**config.mk**
```make
export PLATFORM = sky130hd
export DESIGN_NAME = indirect_access_mailbox_regs
export DESIGN_NICKNAME = d
export VERILOG_FILES = /design/src/core/indirect_access_mailbox_regs.v
export VERILOG_INCLUDE_DIRS = /design/src /design/src/core
export SDC_FILE = /design/constraint.sdc
export NUM_CORES = 1
export LEC_CHECK = 0
export BUFFER_PORTS_ARGS = -buffer_cell sky130_fd_sc_hd__buf_2
export CORE_MARGIN = 2
export CORE_UTILIZATION = 53
export DETAILED_ROUTE_END_ITERATION = 7
export PLACE_DENSITY = 0.81
export SYNTH_ARGS = -nofsm -noshare
export SYNTH_HDL_FRONTEND = slang
export SYNTH_SLANG_ARGS = --single-unit
```
**constraint.sdc**
```tcl
create_clock -name mclk -period 2.23 [get_ports mclk]
set_input_delay 0.1115 -clock mclk [delete_from_list [all_inputs] [get_ports mclk]]
set_output_delay 0.1115 -clock mclk [all_outputs]
set_load 0.01 [all_outputs]
```
**src/core/mailbox_regs_defs.vh**
```
/*
 * offsets, field positions, reset values and target codes of the
 * indirect window and mailbox register slice.
 * assumes an 8-bit offset register bus inside the device.
 */
`ifndef MAILBOX_REGS_DEFS_VH
`define MAILBOX_REGS_DEFS_VH

`define OFS_FREQ_CTL 8'h77
`define OFS_MAILBOX_A 8'h78
`define OFS_MAILBOX_B 8'h79
`define OFS_RSVD_LO 8'h7A
`define OFS_RSVD_HI 8'h7F
`define OFS_IND_CTL 8'hB0
`define OFS_IND_OFFSET 8'hB1
`define OFS_IND_DATA 8'hB2
`define OFS_SELF_TEST 8'hB3

`define RST_LOW_THRESHOLD 4'h5
`define RST_MAILBOX_A 8'h00
`define RST_MAILBOX_B 8'h01
`define RST_SELF_TEST 8'h08

`define CTL_READ_BIT 0
`define CTL_AUTOINC_BIT 1
`define CTL_SEL_LSB 2
`define CTL_SEL_MSB 5
`define ST_ENABLE_BIT 0
`define ST_PIN_BIT 3
`define ST_MODE_LSB 6
`define ST_MODE_MSB 7

`define SEL_PORT0 4'h1
`define SEL_PORT1 4'h2
`define SEL_SHARED 4'h5
`define SEL_BOTH_PORTS 4'h6

`define MODE_NONE 2'h0
`define MODE_ALT 2'h1

`endif

```
**src/core/indirect_access_mailbox_regs.v**
```verilog
/*
 * register slice: clock low threshold, two mailbox bytes, indirect
 * access window into port 0, port 1 and shared blocks, self-test control.
 * assumes a synchronous single-cycle register bus (wrEn/rdEn pulses)
 * and register blocks that answer combinationally at the given offset.
 */
`timescale 1ns/10ps
`include "mailbox_regs_defs.vh"

module indirect_access_mailbox_regs #(
	parameter THR_W = 4
) (
	// clock and reset
	input wire mclk,
	input wire rst_n,
	// register bus
	input wire [7:0] regAddr,
	input wire [7:0] regWdata,
	input wire regWrEn,
	input wire regRdEn,
	output reg [7:0] regRdata,
	// clock detector
	input wire [7:0] measuredFreqMhz,
	output wire noForwardClockFlag,
	// indirect target blocks
	output wire [7:0] indOffset,
	output wire [7:0] indWdata,
	output wire port0Wr,
	output wire port1Wr,
	output wire sharedWr,
	output wire port0Rd,
	output wire port1Rd,
	output wire sharedRd,
	input wire [7:0] port0Rdata,
	input wire [7:0] port1Rdata,
	input wire [7:0] sharedRdata,
	// self-test
	input wire [2:0] selfTestPinCfg,
	output wire [2:0] selfTestCfg,
	output wire selfTestEnable,
	output wire [1:0] selfTestOutputMode,
	input wire selfTestData,
	output reg selfTestToggle
);

	reg [THR_W-1:0] lowThreshold_reg;
	reg [7:0] mailboxA_reg;
	reg [7:0] mailboxB_reg;
	reg [3:0] targetSel_reg;
	reg autoInc_reg;
	reg readPrefetch_reg;
	reg [7:0] offset_reg;
	reg [7:0] data_reg;
	reg [7:0] selfTest_reg;
	reg wrStrobe_reg;
	reg rdStrobe_reg;
	reg [7:0] offset_next;
	reg [7:0] rdata_next;
	reg [7:0] liveData;

	// which blocks a target code reaches: {shared, port1, port0}
	// the pair code only counts for writes; reads under it reach nothing
	function [2:0] targetDecode;
		input [3:0] sel;
		input isWrite;
		begin
			case (sel)
				`SEL_PORT0: targetDecode = 3'h1;
				`SEL_PORT1: targetDecode = 3'h2;
				`SEL_SHARED: targetDecode = 3'h4;
				`SEL_BOTH_PORTS: targetDecode = isWrite ? 3'h3 : 3'h0;
				default: targetDecode = 3'h0;
			endcase
		end
	endfunction

	wire hitData = (regAddr == `OFS_IND_DATA);
	wire dataWr = regWrEn && hitData;
	wire dataRd = regRdEn && hitData;
	wire offsetWr = regWrEn && (regAddr == `OFS_IND_OFFSET);
	wire [2:0] wrTargets = targetDecode(targetSel_reg, 1'b1);
	wire [2:0] rdTargets = targetDecode(targetSel_reg, 1'b0);

	// strobes are registered one cycle after the bus access
	// a registered strobe keeps the bus decode off the block timing path;
	// the cost is that with auto-increment on, indOffset has already
	// moved when the write strobe arrives, so a block must latch the
	// offset seen in the access cycle to land the byte where the host
	// aimed it
	assign port0Wr = wrStrobe_reg && wrTargets[0];
	assign port1Wr = wrStrobe_reg && wrTargets[1];
	assign sharedWr = wrStrobe_reg && wrTargets[2];
	assign port0Rd = rdStrobe_reg && rdTargets[0];
	assign port1Rd = rdStrobe_reg && rdTargets[1];
	assign sharedRd = rdStrobe_reg && rdTargets[2];
	assign indOffset = offset_reg;
	assign indWdata = data_reg;

	// threshold compare in whole MHz
	// live compare, not sticky: the flag drops as soon as the clock returns
	assign noForwardClockFlag =
		(measuredFreqMhz < {{(8-THR_W){1'b0}}, lowThreshold_reg});

	// pin strap config wins while the pin-config bit is high
	assign selfTestCfg = selfTest_reg[`ST_PIN_BIT] ? selfTestPinCfg :
		selfTest_reg[2:0];
	assign selfTestEnable = selfTest_reg[`ST_ENABLE_BIT];
	assign selfTestOutputMode = selfTest_reg[`ST_MODE_MSB:`ST_MODE_LSB];

	// live read of selected block, never a stored copy
	// the pair code reaches two blocks at once, so there is no single
	// value to return and it reads zero, as do the reserved codes
	always @* begin
		case (targetSel_reg)
			`SEL_PORT0: liveData = port0Rdata;
			`SEL_PORT1: liveData = port1Rdata;
			`SEL_SHARED: liveData = sharedRdata;
			default: liveData = 8'h00;
		endcase
	end

	// readback mux; reserved and unmapped offsets read zero
	// the threshold byte keeps its upper bits at zero: hysteresis and
	// stability fields live outside this slice
	always @* begin
		case (regAddr)
			`OFS_FREQ_CTL: rdata_next = {{(8-THR_W){1'b0}}, lowThreshold_reg};
			`OFS_MAILBOX_A: rdata_next = mailboxA_reg;
			`OFS_MAILBOX_B: rdata_next = mailboxB_reg;
			`OFS_IND_CTL: rdata_next = {2'h0, targetSel_reg, autoInc_reg,
				readPrefetch_reg};
			`OFS_IND_OFFSET: rdata_next = offset_reg;
			`OFS_IND_DATA: rdata_next = liveData;
			`OFS_SELF_TEST: rdata_next = selfTest_reg;
			default: rdata_next = 8'h00;
		endcase
	end

	// with auto-increment on, offset bumps after a completed data access; host write wins
	// an offset write and a data access never meet in one cycle on a
	// single-access bus or any other, since both decode the one regAddr; the priority never takes effect
	always @* begin
		offset_next = offset_reg;
		if (offsetWr)
			offset_next = regWdata;
		else if (autoInc_reg && (dataWr || dataRd))
			offset_next = offset_reg + 8'h01;
	end

	// register file and strobes
	// writes to reserved or unmapped offsets fall through and are dropped
	always @(posedge mclk or negedge rst_n) begin
		if (!rst_n) begin
			lowThreshold_reg <= `RST_LOW_THRESHOLD;
			mailboxA_reg <= `RST_MAILBOX_A;
			mailboxB_reg <= `RST_MAILBOX_B;
			targetSel_reg <= 4'h0;
			autoInc_reg <= 1'b0;
			readPrefetch_reg <= 1'b0;
			offset_reg <= 8'h00;
			data_reg <= 8'h00;
			selfTest_reg <= `RST_SELF_TEST;
			wrStrobe_reg <= 1'b0;
			rdStrobe_reg <= 1'b0;
			regRdata <= 8'h00;
		end else begin
			offset_reg <= offset_next;
			wrStrobe_reg <= dataWr;
			// the prefetch strobe reads at the already updated offset
			rdStrobe_reg <= readPrefetch_reg &&
				(offsetWr || (dataRd && autoInc_reg));
			if (regRdEn)
				regRdata <= rdata_next;
			if (regWrEn) begin
				case (regAddr)
					`OFS_FREQ_CTL: lowThreshold_reg <= regWdata[THR_W-1:0];
					`OFS_MAILBOX_A: mailboxA_reg <= regWdata;
					`OFS_MAILBOX_B: mailboxB_reg <= regWdata;
					`OFS_IND_CTL: begin
						targetSel_reg <= regWdata[`CTL_SEL_MSB:`CTL_SEL_LSB];
						autoInc_reg <= regWdata[`CTL_AUTOINC_BIT];
						readPrefetch_reg <= regWdata[`CTL_READ_BIT];
					end
					`OFS_IND_DATA: data_reg <= regWdata;
					`OFS_SELF_TEST: selfTest_reg <= regWdata;
					default: ;
				endcase
			end
		end
	end

	// output pattern: held low, alternating, or following data
	// clearing the enable bit parks the output low on the next clock edge, whatever the
	// mode, so a stopped test never leaves a stale level on the pin
	always @(posedge mclk or negedge rst_n) begin
		if (!rst_n)
			selfTestToggle <= 1'b0;
		else if (!selfTest_reg[`ST_ENABLE_BIT])
			selfTestToggle <= 1'b0;
		else begin
			case (selfTest_reg[`ST_MODE_MSB:`ST_MODE_LSB])
				`MODE_NONE: selfTestToggle <= 1'b0;
				`MODE_ALT: selfTestToggle <= ~selfTestToggle;
				default: selfTestToggle <= selfTestData;
			endcase
		end
	end

endmodule

```
==> results of run 1 <==
==> power breakdown <==
group          switching (mW)  leakage (nW)  internal (mW)  total (mW)
Combinational           0.140          1.12          0.130       0.270
Sequential             0.0396         0.825           1.15        1.19
Clock                   0.413        0.0947          0.547       0.960
==> timing repair <==
action / CTS / global route
hold endpoints to repair: 57 / 0
hold buffers: 1 / 0
setup endpoints to repair: 0 / 0
gates resized for setup: 0 / 0
==> layer usage <==
layer  global-route usage  part of all wire  vias up
met1               0.3497              0.43     1438
met3              0.05341             0.066       27
met2               0.4214              0.48      139
li1                     -                 -     1336
met5                    0                 0        -
met4               0.1056             0.023        0
==> worst max-delay path: stages (launching register included) <==
cell      delay (ns)
dfstp_2         0.56
inv_1           0.05
ha_1            0.27
a21o_1          0.16
a211oi_1        0.23
buf_2           0.17
==> kinds of logic after synthesis <==
group / count (synthesis) / synth area share
multiplexers: 62 / 0.2052
flip-flops: 61 / 0.4508
buffers and inverters: 27 / 0.03646
adder cells (fa/ha/maj): 4 / 0.01473
AND/OR/NAND/NOR: 75 / 0.1396
AO/OA/AOI/OAI: 70 / 0.1532
==> worst paths after layout <==
check	from	to	slack, ns	cells after the start
max in group asynchronous	rst_n	indWdata[4]$_DFFE_PN0N_	1.27	3
max	lowThreshold_reg[2]$_DFFE_PN1P_	noForwardClockFlag	0.33	5
max reg2reg	targetSel_reg[0]$_DFFE_PN0P_	regRdata[6]$_DFFE_PN0P_	0.52	6
min in group asynchronous	rst_n	mailboxB_reg[4]$_DFFE_PN0P_	0.46	3
min	selfTestData	selfTestToggle$_DFF_PN0_	0.03	3
min reg2reg	selfTest_reg[5]$_DFFE_PN0P_	selfTest_reg[5]$_DFFE_PN0P_	0.50	1
==> placed cells by master, fill, tap and decap left out, drive strengths merged, types with 3 or more instances in the layout <==
cell,n
mux2,61
nor2b,3
and2,5
nor3b,4
a21oi,8
nor2,9
clkbuf,14
a22o,5
o21ai,9
nand3,10
ha,4
and4b,3
nor3,3
a22oi,9
nand2b,7
buf,102
a32oi,3
dfstp,4
o22ai,6
nand2,13
dfrtp,57
o221ai,4
a2bb2oi,3
a222oi,4
and3,7
inv,10
==> layout make-up <==
type                    instances  area, sq um
multi-input cells             211         1742
fillers                       507         2140
well taps                      77        96.34
clock buffers                  14        152.6
inverters                      10        37.54
clock inverters                 2        35.03
repair buffers                103        543.0
flip-flops and latches         61         1531
==> run metrics, run 1 <==
post-synth top area cell dfrtp_1; critical-path maximum fanout 3; share of cells above drive strength 1 0.4514; Crit. End Element output pin; Syn Nets approximately 360; Setup CP Type reg -> out; Synth area leaders dfrtp_1 (42%), mux2_2 (18%), dfstp_2 (3.1%), mux2_1 (2.7%), a22oi_1 (2.0%); Final setup viols 0; Routed WL 8948 um; Finished Cell Area just over 4000 sq um; clk_lat worst skew 0.35 ns; count leader, synth dfrtp_1; CTS Buf Count 9; worst setup margin around 0.33 ns; Inserted Diodes 0; DRC 0; num rows 29; final count of pins violating max slew 0; slew margin rel. 0.4875; status complete, no violations; final net count ~460; CTS root buffer clkbuf_8; fin crit share 0.8507; first-pass GRT wire length around 14000 um; required time of the critical path around 2.1 ns; MaxCap Viol Count 0; DR vias/cell between 6 and 7; fin cells around 480; dpl cells between 400 and 500; GPL Wtd Cong roughly 0.95; largest net degree at the start of global routing 62; Pwr Density 584.9 nW/um^2; die area 7066 sq um; Static Leak slightly above 2 nW; Min-Delay Path Class in -> reg; f_max approximately 530 MHz; Core Box Area roughly 6300 sq um; wire per inst 18.72 um; CP arrival roughly 1.8 ns; Area Growth Syn to Fin 21.80%; mean area per synthesized cell 11.36 sq um; Yosys top cell area share 0.4199; Final min period about 1.9 ns; area of placed instances 3940 sq um; post-CTS setup buffers 0; clock skew roughly 0.011 ns; grt ovf 0; Detailed Routing Iterations Pass 1 5; Power Total about 2.4 mW; Initial DRC Count 325; final hold slack 0.03170 ns; initial core utilization 0.5412; CTS clk-pin slew, worst paths 0.07 ns; final hold vios 0; RSZ-0062 raised after global routing no; Tot GR Track Use 0.2629; register area share after synthesis 0.4508; Worst Setup Start Kind flop; remaining antenna violation count 0; Final Core Density 0.6592; H-tree levels 3; clock sink count between 60 and 70; vias in the first global route 2865; synthesis-stage register bit count between 60 and 70; library cells used by synthesis 57; Primary FF master, synth dfrtp_1; Mapped Cells approximately 300; Die X roughly 84 um; synth warn 0; Bufs on Longest Clock Path 2; post-place setup slack approximately 0.36 ns; setup TNS 0 ns; EDFF count, synth 0; Die Y-Extent roughly 84 um; Synth top cells by count dfrtp_1 (57), mux2_2 (53), nand2_1 (11); # IOs between 90 and 100; initial antenna violation count 0; post-DP HPWL roughly 6500 um; TritonCTS clock tree done; Slew @ Worst Pin around 0.77 ns; asr flop ratio synth 1.000; synthesized cell area 3397 sq um; Worst VDD drop 0.0003635 V; I/O Buffers 93; vias after detailed routing 2940
No activity file was read; power rests on OpenSTA's default activity.
==> inputs of run 2 (changes only) <==
--- a/config.mk
+++ b/config.mk
@@ -8,9 +8,9 @@
 export LEC_CHECK = 0
 export BUFFER_PORTS_ARGS = -buffer_cell sky130_fd_sc_hd__buf_2
 export CORE_MARGIN = 2
-export CORE_UTILIZATION = 53
+export CORE_UTILIZATION = 40
 export DETAILED_ROUTE_END_ITERATION = 7
-export PLACE_DENSITY = 0.81
+export PLACE_DENSITY = 0.64
 export SYNTH_ARGS = -nofsm -noshare
 export SYNTH_HDL_FRONTEND = slang
 export SYNTH_SLANG_ARGS = --single-unit
==> run 2 against run 1 <==
Largest cell class unchanged. Non-clock buffer count increased by 2. Wire length increased by 0.53%. Clock power increased by 12%. Final cell count increased by 6.3%. Sequential share of layout area decreased by 0.84 points. Sequential power about the same. Critical path depth decreased by 1. Largest power group unchanged.
==> run metrics, run 2 (synthesis gave the netlist of run 1 again) <==
vias in the first global route 2730 (-4.7%); clock skew 0.01099 ns (+0.00006010 ns); final hold vios 0 (unchanged); vias after detailed routing 2805 (-4.6%); Tot GR Track Use 0.2033 (-0.05964); RR Startpoint targetSel_reg[0]$_DFFE_PN0P_; Static Leak 2.074 nW (+1.7%); CP max stage delay 0.50 ns (-0.06 ns); CTS root buffer clkbuf_8; largest net degree at the start of global routing 36 (-42%); FF-to-FF End regRdata[6]$_DFFE_PN0P_; setup TNS 0 ns (unchanged); Setup CP Type reg -> out; TritonCTS clock tree done; Worst VDD drop 0.0002809 V (-23%); slew margin rel. 0.5675 (+0.07999); Initial DRC Count 255 (-22%); DRC 0 (unchanged); f_max 542.3 MHz (+2.9%); Fillers 757 (+49%); I/O Buffers 93 (unchanged); initial antenna violation count 0 (unchanged); worst setup margin 0.3861 ns (+0.05311 ns); # IOs 94 (unchanged); GPL Wtd Cong 0.8444 (-11%); share of cells above drive strength 1 0.4615 (+0.01017); RSZ-0062 raised after global routing no; Final min period 1.844 ns (-0.05310 ns); Inserted Diodes 0 (unchanged); Routed WL 8995 um (+0.53%); final count of pins violating max slew 0 (unchanged); Core Box Area 8217 sq um (+31%); critical-path cell list nor3b_1, buf_4, and3_1, buf_2; clk_lat worst skew 0.34 ns (about the same); H-tree levels 3 (unchanged); wire per inst 17.71 um (-5.4%); first-pass GRT wire length 14080 um (-2.2%); Final setup viols 0 (unchanged); Crit. End Element output pin; status complete, no violations; num rows 33 (+14%); Bufs on Longest Clock Path 2 (unchanged); initial core utilization 0.4134 (-0.1277); final net count 458 (+0.44%); Worst Setup Start Kind flop; required time of the critical path 2.12 ns (about the same); post-place setup slack 0.3627 ns (+0.002733 ns); r2r worst-path depth 6 (unchanged); hold path startpoint selfTestData; Die X 96.16 um (+14%); Worst path slowest cell dfrtp_1; clock sink count 61 (unchanged); Hold Path Sink selfTestToggle$_DFF_PN0_; most frequent cells in the layout buf_2 (93), dfrtp_1 (57), mux2_2 (53), clkbuf_8 (13), nand2_1 (11); Slew @ Worst Pin 0.6488 ns (-0.1200 ns); Die Y-Extent 96.16 um (+14%); Reg2Reg Setup Slack 0.50 ns (-0.02 ns); Detailed Routing Iterations Pass 1 4 (-1); critical-path maximum fanout 10 (+7); MaxCap Viol Count 0 (unchanged); DR vias/cell 5.522 (-10%); post-CTS sizing 0 (unchanged); remaining antenna violation count 0 (unchanged); die area 9246 sq um (+31%); Area Growth Syn to Fin 24.64%; Hold Crit Depth 3 (unchanged); CTS clk-pin slew, worst paths 0.07 ns (about the same); grt ovf 0 (unchanged); Min-Delay Path Class in -> reg; fin crit share 0.8269 (-0.02381); CTS Buf Count 9 (unchanged); commonest non-fill, non-tap cell in the layout buf_2; CP arrival 1.73 ns (-0.06 ns); post-DP HPWL 6681 um (+2.5%); Pwr Density 599.3 nW/um^2 (+2.5%)
[run 2: timing repair]
item | 4_1_cts | 5_1_grt
hold buffers | 1 | 0
setup buffers | 0 | 0
hold endpoints to repair | 25 | 0
[run 2: worst max-delay path: cells and delay by family, from the launching register on]
kind | cells | cell delay (ns)
buffers and inverters | 2 | 0.35
flip-flops | 1 | 0.50
AND/OR/NAND/NOR | 2 | 0.53
[run 2: area by class of cell]
cell class / instances / area, sq um / area share
timing repair buffer: 105 / 570.5 / 0.1348
sequential: 61 / 1531 / 0.3617
clock buffer: 14 / 182.7 / 0.04314
multi-input combinational: 211 / 1742 / 0.4113
clock inverter: 2 / 38.79 / 0.009161
tap: 105 / 131.4 / 0.03103
inverter: 10 / 37.54 / 0.008865
[run 2: worst max-delay path by stage]
| stage | from | end | slack (ns) | cells past startpoint |
|---|---|---|---|---|
| floorplan | targetSel_reg[2]$_DFFE_PN0P_ | regRdata[6]$_DFFE_PN0P_ | 0.54 | 6 |
| global placement | regAddr[2] | indWdata[0]$_DFFE_PN0N_ | 0.41 | 5 |
| detailed placement | regAddr[2] | indWdata[2]$_DFFE_PN0N_ | 0.36 | 5 |
| CTS | lowThreshold_reg[1]$_DFFE_PN0P_ | noForwardClockFlag | 0.37 | 6 |
| global route | lowThreshold_reg[1]$_DFFE_PN0P_ | noForwardClockFlag | 0.23 | 6 |
| finish | targetSel_reg[0]$_DFFE_PN0P_ | sharedRd | 0.39 | 4 |
[run 2: metal layers]
layer / routed length (um) / global-route usage
met4: 126 / 0.06190
met2: 4005 / 0.3206
met3: 699 / 0.04620
met1: 4163 / 0.2784
met5: 0 / 0
[run 2: where the power goes]
group | internal (mW) | total, mW | leakage (nW) | switching (mW)
Clock | 0.643 | 1.08 | 0.113 | 0.436
Sequential | 1.15 | 1.19 | 0.825 | 0.0378
Combinational | 0.133 | 0.271 | 1.14 | 0.138
[run 2: metrics by stage]
stage	power [mW]	hold slack [ns]	cell area, sq um	util	instances
2_1_floorplan	1.333	-0.1841	3397	-	299
3_3_place_gp	1.474	0.1668	4003	0.4871	491
3_5_place_dp	1.481	0.1817	4003	0.4871	491
4_1_cts	2.559	0.03545	4234	0.5153	508
5_1_grt	2.645	0.07496	4234	0.5153	508
6_report	2.537	0.03691	4234	0.5153	508
